$ cat config.mk
export PLATFORM = sky130hd
export DESIGN_NAME = ssp_port
export DESIGN_NICKNAME = d
export VERILOG_FILES = /design/src/ssp_pkg.sv /design/src/ssp_port.sv
export SDC_FILE = /design/constraint.sdc
export NUM_CORES = 1
export LEC_CHECK = 0
export BUFFER_PORTS_ARGS = -buffer_cell sky130_fd_sc_hd__clkbuf_2
export CAP_MARGIN = 15
export CORE_ASPECT_RATIO = 0.5
export CORE_MARGIN = 2
export CORE_UTILIZATION = 40
export DETAILED_ROUTE_END_ITERATION = 6
export PLACE_DENSITY_LB_ADDON = 0.12
export REMOVE_ABC_BUFFERS = 1
export SYNTH_ARGS = -nofsm -noshare
export SYNTH_HDL_FRONTEND = slang
export SYNTH_SLANG_ARGS = --single-unit
$ cat constraint.sdc
create_clock -name clk -period 6.05 [get_ports clk]
set_input_delay 0.605 -clock clk [delete_from_list [all_inputs] [get_ports clk]]
set_output_delay 0.605 -clock clk [all_outputs]
set_load 0.03 [all_outputs]
$ cat src/ssp_pkg.sv
// package for the synchronous serial port: register map, field positions, reset values
// assumes a byte-wide register port and one 20 MHz clock
package ssp_pkg;

  // ****************************************************************
  // register map
  // ****************************************************************
  localparam logic [2:0] SSP_ADDR_BUFFER = 3'h0;
  localparam logic [2:0] SSP_ADDR_STATUS = 3'h1;
  localparam logic [2:0] SSP_ADDR_CTRL_ONE = 3'h2;
  localparam logic [2:0] SSP_ADDR_CTRL_TWO = 3'h3;
  localparam logic [2:0] SSP_ADDR_RATE = 3'h4;
  localparam logic [2:0] SSP_ADDR_FLAGS = 3'h5;

  // ****************************************************************
  // field positions
  // ****************************************************************
  localparam int SSP_ST_BF = 0;
  localparam int SSP_ST_UA = 1;
  localparam int SSP_ST_RW = 2;
  localparam int SSP_ST_START = 3;
  localparam int SSP_ST_STOP = 4;
  localparam int SSP_ST_DA = 5;
  localparam int SSP_C1_WRITE_COLLISION_FLAG = 7;
  localparam int SSP_C1_EN = 5;
  localparam int SSP_C2_BROADCAST_CALL_ENABLE = 7;
  localparam int SSP_C2_ACKDT = 5;
  localparam int SSP_C2_ACKEN = 4;
  localparam int SSP_C2_RCEN = 3;
  localparam int SSP_C2_PEN = 2;
  localparam int SSP_C2_RSEN = 1;
  localparam int SSP_C2_SEN = 0;
  localparam int SSP_FL_IRQ = 0;
  localparam int SSP_FL_SCL_DIR = 1;
  localparam int SSP_FL_SDA_DIR = 2;
  localparam int SSP_FL_TEN = 3;

  // ****************************************************************
  // reset values and mode codes
  // ****************************************************************
  localparam logic [7:0] SSP_RST_BYTE = 8'h00;
  localparam logic [7:0] SSP_RST_FLAGS = 8'h06;
  localparam logic [6:0] SSP_RST_RATE = 7'h09;
  localparam logic [3:0] SSP_MODE_MASTER = 4'h8;
  localparam logic [3:0] SSP_MODE_SLAVE7 = 4'h6;
  localparam logic [3:0] SSP_MODE_SLAVE10 = 4'h7;
  localparam logic [7:0] SSP_BROADCAST = 8'h00;
  localparam logic [3:0] SSP_BITS_PER_BYTE = 4'h8;
  localparam logic [1:0] SSP_QUARTER_LAST = 2'h3;

  typedef enum logic [3:0] {
    SSP_IDLE, SSP_START_A, SSP_START_B, SSP_RSTART_A, SSP_RSTART_B,
    SSP_STOP_A, SSP_STOP_B, SSP_BIT_LOW, SSP_BIT_HIGH, SSP_ACK_LOW, SSP_ACK_HIGH
  } ssp_state_e;

endpackage

$ cat src/ssp_port.sv
// synchronous serial port: register file, i2c master engine, i2c slave address match
// assumes pins come from outside the clock domain; scl/sda are open-drain (oe high drives 0)
`timescale 1ns/10ps

// What this block does
// - complete received byte moves from shift register to buffer and sets irq flag
// - buffer write loads buffer and shift register together, no transmit buffering
// - control one fully writable; status only upper two bits writable
// - stop-seen and start-seen clear on reset and while port disabled
// - broadcast call enable makes all-zero address with write bit match
// - after start, eight bits compared; match copies byte, sets full, irq on ninth fall
// - ten-bit mode sets address-update after first half; firmware reloads address
// - broadcast in ten-bit mode skips second half, address-update stays clear
// - master chosen by mode select, port active only with enable set
// - master drives scl and sda only while direction bits say input
// - master offers start, repeated start, transmit, receive, acknowledge, stop
// - no queueing; buffer write during a pending operation is dropped, sets collision
// - master sets irq flag after start, stop, repeated start, byte and acknowledge
// - rate reload taken from lower seven bits of address register
// - buffer write starts generator; counts to zero, reloads automatically without stopping
// - generator decrements twice per instruction cycle, phases two and four
// - on completion generator stops and scl holds its last level
// - one scl period is two generator rollovers
module ssp_port
  import ssp_pkg::*;
(
  input wire logic clk,
  input wire logic reset_n,
  input wire logic [2:0] reg_addr,
  input wire logic [7:0] reg_wdata,
  input wire logic reg_write,
  input wire logic reg_read,
  output logic [7:0] reg_rdata,
  input wire logic scl_in,
  output logic scl_out,
  output logic scl_oe,
  input wire logic sda_in,
  output logic sda_out,
  output logic sda_oe,
  output logic port_irq_flag
);

  // ****************************************************************
  // state
  // ****************************************************************
  typedef struct packed {
    logic [1:0] scl_sync;
    logic [1:0] sda_sync;
    logic scl_prev;
    logic sda_prev;
    logic [7:0] xfer_buffer;
    logic [7:0] serial_shift_register;
    logic [7:0] port_control_one;
    logic [7:0] port_control_two;
    logic [7:0] addr_or_rate_reg;
    logic [7:0] port_status_reg;
    logic [7:0] flags;
    logic [7:0] rdata;
    logic [1:0] quarter;
    logic [6:0] rate_count;
    logic rate_run;
    ssp_state_e state;
    logic [3:0] bit_count;
    logic receiving;
    logic drive_scl_low;
    logic drive_sda_low;
    logic sl_active;
    logic [3:0] sl_bits;
    logic sl_addr_phase;
    logic sl_second_half;
    logic sl_ack_pending;
  } ssp_state_s;

  ssp_state_s state_reg;
  ssp_state_s state_next;

  logic scl_s;
  logic sda_s;
  logic enabled;
  logic master;
  logic ten_bit;
  logic tick;
  logic rollover;
  logic start_seen;
  logic stop_seen;
  logic scl_fall;
  logic scl_rise;

  assign scl_s = state_reg.scl_sync[1];
  assign sda_s = state_reg.sda_sync[1];
  assign enabled = state_reg.port_control_one[SSP_C1_EN];
  assign master = enabled && state_reg.port_control_one[3:0] == SSP_MODE_MASTER;
  assign ten_bit = state_reg.port_control_one[3:0] == SSP_MODE_SLAVE10;
  // phases two and four of a four-clock instruction cycle
  assign tick = state_reg.quarter[0];
  assign rollover = tick && state_reg.rate_run && state_reg.rate_count == 7'h00;
  assign start_seen = state_reg.scl_prev && scl_s && state_reg.sda_prev && !sda_s;
  assign stop_seen = state_reg.scl_prev && scl_s && !state_reg.sda_prev && sda_s;
  assign scl_fall = state_reg.scl_prev && !scl_s;
  assign scl_rise = !state_reg.scl_prev && scl_s;

  // ****************************************************************
  // next state
  // ****************************************************************
  always_comb begin
    logic busy;
    logic set_irq;
    logic matched;
    logic set_bf;
    logic set_ua;
    busy = 1'b0;
    set_irq = 1'b0;
    matched = 1'b0;
    set_bf = 1'b0;
    set_ua = 1'b0;
    state_next = state_reg;
    state_next.scl_sync = {state_reg.scl_sync[0], scl_in};
    state_next.sda_sync = {state_reg.sda_sync[0], sda_in};
    state_next.scl_prev = scl_s;
    state_next.sda_prev = sda_s;
    state_next.quarter = state_reg.quarter + 2'h1;
    state_next.rdata = SSP_RST_BYTE;
    busy = state_reg.state != SSP_IDLE;

    // baud generator, counts down then reloads from the low seven bits
    if (tick && state_reg.rate_run) begin
      if (state_reg.rate_count == 7'h00) begin
        state_next.rate_count = state_reg.addr_or_rate_reg[6:0];
      end else begin
        state_next.rate_count = state_reg.rate_count - 7'h01;
      end
    end

    // master sequencer: each phase is one rollover, a bit is low + high
    case (state_reg.state)
      SSP_IDLE: begin
        state_next.rate_run = 1'b0;
      end
      SSP_START_A: if (rollover) begin
        state_next.drive_sda_low = 1'b1;
        state_next.state = SSP_START_B;
      end
      SSP_START_B: if (rollover) begin
        state_next.drive_scl_low = 1'b1;
        state_next.state = SSP_IDLE;
        set_irq = 1'b1;
      end
      SSP_RSTART_A: if (rollover) begin
        state_next.drive_scl_low = 1'b0;
        state_next.state = SSP_RSTART_B;
      end
      SSP_RSTART_B: if (rollover && scl_s) begin
        state_next.drive_sda_low = 1'b1;
        state_next.state = SSP_START_B;
      end
      SSP_STOP_A: if (rollover) begin
        state_next.drive_scl_low = 1'b0;
        state_next.state = SSP_STOP_B;
      end
      SSP_STOP_B: if (rollover && scl_s) begin
        state_next.drive_sda_low = 1'b0;
        state_next.state = SSP_IDLE;
        set_irq = 1'b1;
      end
      SSP_BIT_LOW: if (rollover) begin
        state_next.drive_scl_low = 1'b0;
        state_next.state = SSP_BIT_HIGH;
      end
      SSP_BIT_HIGH: begin
        // stretched clock: keep reloading the count until the line is really high
        if (!scl_s) begin
          state_next.rate_count = state_reg.addr_or_rate_reg[6:0];
        end else if (rollover) begin
          state_next.drive_scl_low = 1'b1;
          state_next.serial_shift_register = {state_reg.serial_shift_register[6:0], sda_s};
          state_next.bit_count = state_reg.bit_count + 4'h1;
          if (state_reg.bit_count == SSP_BITS_PER_BYTE - 4'h1) begin
            state_next.drive_sda_low = 1'b0;
            if (state_reg.receiving) begin
              state_next.xfer_buffer = {state_reg.serial_shift_register[6:0], sda_s};
              state_next.port_status_reg[SSP_ST_BF] = 1'b1;
              set_bf = 1'b1;
              state_next.port_control_two[SSP_C2_RCEN] = 1'b0;
              state_next.state = SSP_IDLE;
              set_irq = 1'b1;
            end else begin
              state_next.state = SSP_ACK_LOW;
            end
          end else begin
            state_next.drive_sda_low = !state_reg.receiving
                                     && !state_reg.serial_shift_register[6];
            state_next.state = SSP_BIT_LOW;
          end
        end
      end
      SSP_ACK_LOW: if (rollover) begin
        state_next.drive_scl_low = 1'b0;
        state_next.state = SSP_ACK_HIGH;
      end
      SSP_ACK_HIGH: begin
        if (!scl_s) begin
          state_next.rate_count = state_reg.addr_or_rate_reg[6:0];
        end else if (rollover) begin
          // operation done: generator parks, scl held low
          state_next.drive_scl_low = 1'b1;
          state_next.drive_sda_low = 1'b0;
          state_next.port_control_two[SSP_C2_ACKEN] = 1'b0;
          state_next.port_status_reg[SSP_ST_BF] = 1'b0;
          state_next.state = SSP_IDLE;
          set_irq = 1'b1;
        end
      end
      default: state_next.state = SSP_IDLE;
    endcase

    // slave address matching, off the synchronised pins
    if (enabled && !master) begin
      if (start_seen) begin
        state_next.sl_active = 1'b1;
        state_next.sl_bits = 4'h0;
        state_next.sl_addr_phase = 1'b1;
        state_next.sl_second_half = 1'b0;
      end else if (state_reg.sl_active && scl_rise && state_reg.sl_bits < SSP_BITS_PER_BYTE) begin
        state_next.serial_shift_register = {state_reg.serial_shift_register[6:0], sda_s};
        state_next.sl_bits = state_reg.sl_bits + 4'h1;
      end else if (state_reg.sl_active && scl_fall) begin
        if (state_reg.sl_bits == SSP_BITS_PER_BYTE && !state_reg.sl_ack_pending) begin
          matched = state_reg.serial_shift_register == state_reg.addr_or_rate_reg
                 || (state_reg.port_control_two[SSP_C2_BROADCAST_CALL_ENABLE]
                     && state_reg.serial_shift_register == SSP_BROADCAST);
          if (matched || !state_reg.sl_addr_phase) begin
            state_next.xfer_buffer = state_reg.serial_shift_register;
            state_next.port_status_reg[SSP_ST_BF] = 1'b1;
            set_bf = 1'b1;
            state_next.drive_sda_low = 1'b1;
            state_next.sl_ack_pending = 1'b1;
            if (state_reg.sl_addr_phase && ten_bit && !state_reg.sl_second_half
                && state_reg.serial_shift_register != SSP_BROADCAST) begin
              state_next.port_status_reg[SSP_ST_UA] = 1'b1;
              set_ua = 1'b1;
              state_next.sl_second_half = 1'b1;
            end else begin
              state_next.sl_addr_phase = 1'b0;
              state_next.sl_second_half = 1'b0;
            end
          end else begin
            state_next.sl_active = 1'b0;
          end
        end else if (state_reg.sl_ack_pending) begin
          // falling edge of the ninth clock
          state_next.drive_sda_low = 1'b0;
          state_next.sl_ack_pending = 1'b0;
          state_next.sl_bits = 4'h0;
          set_irq = 1'b1;
        end
      end
    end

    // bus condition flags
    if (start_seen) begin
      state_next.port_status_reg[SSP_ST_START] = 1'b1;
      state_next.port_status_reg[SSP_ST_STOP] = 1'b0;
    end
    if (stop_seen) begin
      state_next.port_status_reg[SSP_ST_STOP] = 1'b1;
      state_next.port_status_reg[SSP_ST_START] = 1'b0;
      state_next.sl_active = 1'b0;
    end

    // register writes
    if (reg_write) begin
      case (reg_addr)
        SSP_ADDR_BUFFER: begin
          if (master && busy) begin
            state_next.port_control_one[SSP_C1_WRITE_COLLISION_FLAG] = 1'b1;
          end else begin
            state_next.xfer_buffer = reg_wdata;
            state_next.serial_shift_register = reg_wdata;
            if (master) begin
              state_next.state = SSP_BIT_LOW;
              state_next.receiving = 1'b0;
              state_next.bit_count = 4'h0;
              state_next.drive_sda_low = !reg_wdata[7];
              state_next.rate_run = 1'b1;
              state_next.rate_count = state_reg.addr_or_rate_reg[6:0];
            end
          end
        end
        SSP_ADDR_STATUS: state_next.port_status_reg[7:6] = reg_wdata[7:6];
        SSP_ADDR_CTRL_ONE: state_next.port_control_one = reg_wdata;
        SSP_ADDR_CTRL_TWO: begin
          state_next.port_control_two = reg_wdata;
          if (master && !busy) begin
            state_next.rate_run = |reg_wdata[4:0];
            state_next.rate_count = state_reg.addr_or_rate_reg[6:0];
            if (reg_wdata[SSP_C2_SEN]) begin
              state_next.state = SSP_START_A;
            end else if (reg_wdata[SSP_C2_RSEN]) begin
              state_next.state = SSP_RSTART_A;
            end else if (reg_wdata[SSP_C2_PEN]) begin
              state_next.drive_sda_low = 1'b1;
              state_next.state = SSP_STOP_A;
            end else if (reg_wdata[SSP_C2_RCEN]) begin
              state_next.receiving = 1'b1;
              state_next.bit_count = 4'h0;
              state_next.drive_sda_low = 1'b0;
              state_next.state = SSP_BIT_LOW;
            end else if (reg_wdata[SSP_C2_ACKEN]) begin
              state_next.drive_sda_low = !reg_wdata[SSP_C2_ACKDT];
              state_next.state = SSP_ACK_LOW;
            end
          end else if (master && |reg_wdata[4:0]) begin
            state_next.port_control_one[SSP_C1_WRITE_COLLISION_FLAG] = 1'b1;
          end
        end
        SSP_ADDR_RATE: begin
          state_next.addr_or_rate_reg = reg_wdata;
          state_next.port_status_reg[SSP_ST_UA] = set_ua;
        end
        SSP_ADDR_FLAGS: state_next.flags = reg_wdata & ~8'h01;
        default: ;
      endcase
    end

    // irq flag: software clear loses to a same-cycle set
    if (reg_write && reg_addr == SSP_ADDR_FLAGS && !reg_wdata[SSP_FL_IRQ]) begin
      state_next.flags[SSP_FL_IRQ] = 1'b0;
    end else begin
      state_next.flags[SSP_FL_IRQ] = state_reg.flags[SSP_FL_IRQ];
    end
    if (set_irq) begin
      state_next.flags[SSP_FL_IRQ] = 1'b1;
    end

    // reads; reading the buffer empties it
    if (reg_read) begin
      case (reg_addr)
        SSP_ADDR_BUFFER: begin
          state_next.rdata = state_reg.xfer_buffer;
          state_next.port_status_reg[SSP_ST_BF] = set_bf;
        end
        SSP_ADDR_STATUS: state_next.rdata = state_reg.port_status_reg;
        SSP_ADDR_CTRL_ONE: state_next.rdata = state_reg.port_control_one;
        SSP_ADDR_CTRL_TWO: state_next.rdata = state_reg.port_control_two;
        SSP_ADDR_RATE: state_next.rdata = state_reg.addr_or_rate_reg;
        SSP_ADDR_FLAGS: state_next.rdata = state_reg.flags;
        default: state_next.rdata = SSP_RST_BYTE;
      endcase
    end

    // disabled port: drop bus conditions and release the lines
    if (!enabled) begin
      state_next.port_status_reg[SSP_ST_START] = 1'b0;
      state_next.port_status_reg[SSP_ST_STOP] = 1'b0;
      state_next.state = SSP_IDLE;
      state_next.rate_run = 1'b0;
      state_next.drive_scl_low = 1'b0;
      state_next.drive_sda_low = 1'b0;
      state_next.sl_active = 1'b0;
      state_next.sl_ack_pending = 1'b0;
    end
  end

  // ****************************************************************
  // registers
  // ****************************************************************
  always_ff @(posedge clk or negedge reset_n) begin
    if (!reset_n) begin
      state_reg <= '0;
      state_reg.scl_sync <= 2'h3;
      state_reg.sda_sync <= 2'h3;
      state_reg.scl_prev <= 1'b1;
      state_reg.sda_prev <= 1'b1;
      state_reg.addr_or_rate_reg <= {1'b0, SSP_RST_RATE};
      state_reg.flags <= SSP_RST_FLAGS;
      state_reg.state <= SSP_IDLE;
    end else begin
      state_reg <= state_next;
    end
  end

  // ****************************************************************
  // outputs
  // ****************************************************************
  // in master mode the lines stay released unless the direction bits hand them to the port
  assign scl_out = 1'b0;
  assign sda_out = 1'b0;
  assign scl_oe = state_reg.drive_scl_low
               && (!master || state_reg.flags[SSP_FL_SCL_DIR]);
  assign sda_oe = state_reg.drive_sda_low
               && (!master || state_reg.flags[SSP_FL_SDA_DIR]);
  assign reg_rdata = state_reg.rdata;
  assign port_irq_flag = state_reg.flags[SSP_FL_IRQ];

endmodule

==> reports/qor.yml <==
status: "completed"
htreeDepth: 3
track_usage_pct: 23.2
min_path_type: "in2async"
critPathArrivalTime_ns: 1.90
clock_sinks: 96
clkLatencyLatePin_ns: 0.36
vias: 4305
clk_path_buf_depth: 2
post_cts_resized: 0
fin_crit_ns: 2.50
synth_top_flop_cell: "dfrtp_1"
syn_area_um2: 5450
netlist_instances: 562
wl_mm: 15.8
rsz0062_at_grt: "false"
drtPass1Iterations: 5
cts_root_buffer: "clkbuf_16"
synth-edff-count: 0
synth_mux_area_share_pct: 9.27
dr_wl_met3_mm: 1.06
hold_violations: 0
fin_setup_tns_ns: 0
ys_seq_area_share_pct: 44.3
synth-seq-cells: 96
grt_pass1_vias: 4003
cts_tree: "yes"
dieArea_um2: 14600
largest_reg_flops: 82
initial_core_util_pct: 40.6
final_common_cell: "dfrtp_1"
core_area_um2: 13400
finalCritPeriodShare_pct: 41.4
yosysTopAreaCell: "dfrtp_1"
dr.first_iter.drc_count: 500
synth_area_leaders: "dfrtp_1 39%, dfstp_2 4.8%, o21ai_0 3.5%, nor2_1 3.4%, mux2_2 3.3%"
setup_viol: 0
final_max_slew_viol_count: 0
crit_path_end_kind: "output pin"
worst_pin_slew_ns: 0.956
skew_ns: 0.0120
wl_met2_mm: 6.30
p_leak_nw: 2.46
maxSlewHeadroom_pct: 36.3
cts-buffers-inserted: 9
grt-ovfl-total: 0
powerDensity_nw_per_um2: 312
rows: 30
port_buffers: 27
dieHeight_um: 86.6
wl_per_cell_um: 21.2
remaining_drc_errors: 0
area_growth_pct: 8.24
place_congestion: 0.873
wl_met1_mm: 8.33
synth_xor_area_share_pct: 2.41
fmax_ghz: 0.399
ir_worst_vdd_v: 0.000114
maxUsedRoutingLayer: "met4"
die_w_um: 169
synth_top_area_share_pct: 39.5
ioPinCount: 30
antenna_cells: 0
yosysWarningCount: 0
setup_ws_ns: 3.55
viasPerCell: 5.78
grt_max_degree: 73
maxCapViolations: 0
final_cell_mix: "86 x dfrtp_1, 50 x nor2_1, 48 x nand2_1"
syn_avg_cell_area_um2: 9.70
ctsHoldBuffers: 0
startpoint_type: "register"
yosys.area_share.simple_pct: 18.9
fin_nets: 585
clkSlewWorstSetupHoldPaths_ns: 0.07
synth_top_family_by_area: "simple AND/OR/NAND/NOR gates"
async_flop_share_pct: 100
synth_compound_area_share_pct: 18.2
path_max_fanout: 5
critPathKind: "reg2out"
antenna_found_initial: 0
post-place-ws_ns: 3.36
ys_types: 70
ant_nets: 0
cp.required_ns: 5.44
grt_pass1_wl_mm: 25.0
synth-adder-area-share_pct: 0.918
drive_gt1_share_pct: 17.2
cts_setup_buffers: 0
fin_hold_ws_ns: 0.150
dp_hpwl_mm: 11.1
-- power breakdown --
part | leakage (nW) | internal [W] | switching, W
logic | 1.14 | 0.000181 | 0.000197
clock network | 0.136 | 0.000287 | 0.000272
registers | 1.19 | 0.000758 | 0.000148
total | 2.46 | 0.00123 | 0.000617
-- layout make-up --
class                   instances  area, µm²
flip-flops and latches         96       2410
inverters                      24       90.1
well taps                     176        220
clock buffers                   9        225
repair buffers                 32        175
multi-input cells             401       2720
clock inverters                 7       60.1
fillers                      1304       7530
-- kinds of logic after synthesis --
logic type                 count (synthesis)
adders and majority gates                  4
xor gates and xnor gates                  15
buffers and inverters                     66
and+or+nand+nor                          192
other                                      1
muxes                                     41
DFF                                       96
AOI/OAI and AO/OA                        147
-- cell usage after synthesis, types with 8 or more instances --
cell type and count:
mux2_2 16, dfstp_2 10, nand2_1 48, nor3_1 11
buf_4 10, a221oi_1 10, a21oi_1 20, and2_1 8
dfrtp_1 86, clkbuf_1 19, or3_1 11, o22ai_1 14
mux2i_1 16, xnor2_1 12, nor2_1 50, o21ai_0 38
nand3_1 11, o21a_1 9, inv_1 24
-- metrics by stage --
| step | std cells | area (µm²) | util [%] | total power [W] |
|---|---|---|---|---|
| floorplan | 521 | 5220 | - | 0.00113 |
| global placement | 729 | 5620 | 41.8 | 0.00129 |
| detailed placement | 729 | 5620 | 41.8 | 0.00129 |
| CTS | 745 | 5900 | 43.9 | 0.00185 |
| global route | 745 | 5900 | 43.9 | 0.00195 |
| finish | 745 | 5900 | 43.9 | 0.00184 |
-- path summary, 6_finish.rpt --
check | startpoint | slack [ns] | cells past startpoint | to
max | state_reg[69]$_DFFE_PN0P_ | 3.55 | 5 | scl_oe
min | reset_n | 0.15 | 1 | state_reg[3]$_DFFE_PN0P_
max reg2reg | state_reg[20]$_DFF_PN0_ | 3.56 | 8 | state_reg[89]$_DFF_PN0_
min reg2reg | state_next[96]$_DFF_PN1_ | 0.36 | 0 | sda_s$_DFF_PN1_
max in group asynchronous | reset_n | 4.63 | 2 | state_reg[55]$_DFFE_PN0P_
min in group clk | scl_in | 0.33 | 1 | state_next[98]$_DFF_PN1_
-- metal layers --
| layer | global-route usage, % | vias to the layer above |
|---|---|---|
| li1 | - | 2034 |
| met5 | 0 | - |
| met2 | 31.4 | 146 |
| met4 | 4.20 | 0 |
| met3 | 4.70 | 8 |
| met1 | 37.7 | 2117 |
-- worst max-delay path, stage by stage (launching register included) --
cell and delay, ns:
dfrtp_1 0.42, nor4b_1 0.48, nand2_1 0.19, nor2_1 0.17, nor2_1 0.10, clkbuf_2 0.19
No activity file was read; power rests on OpenSTA's default activity.
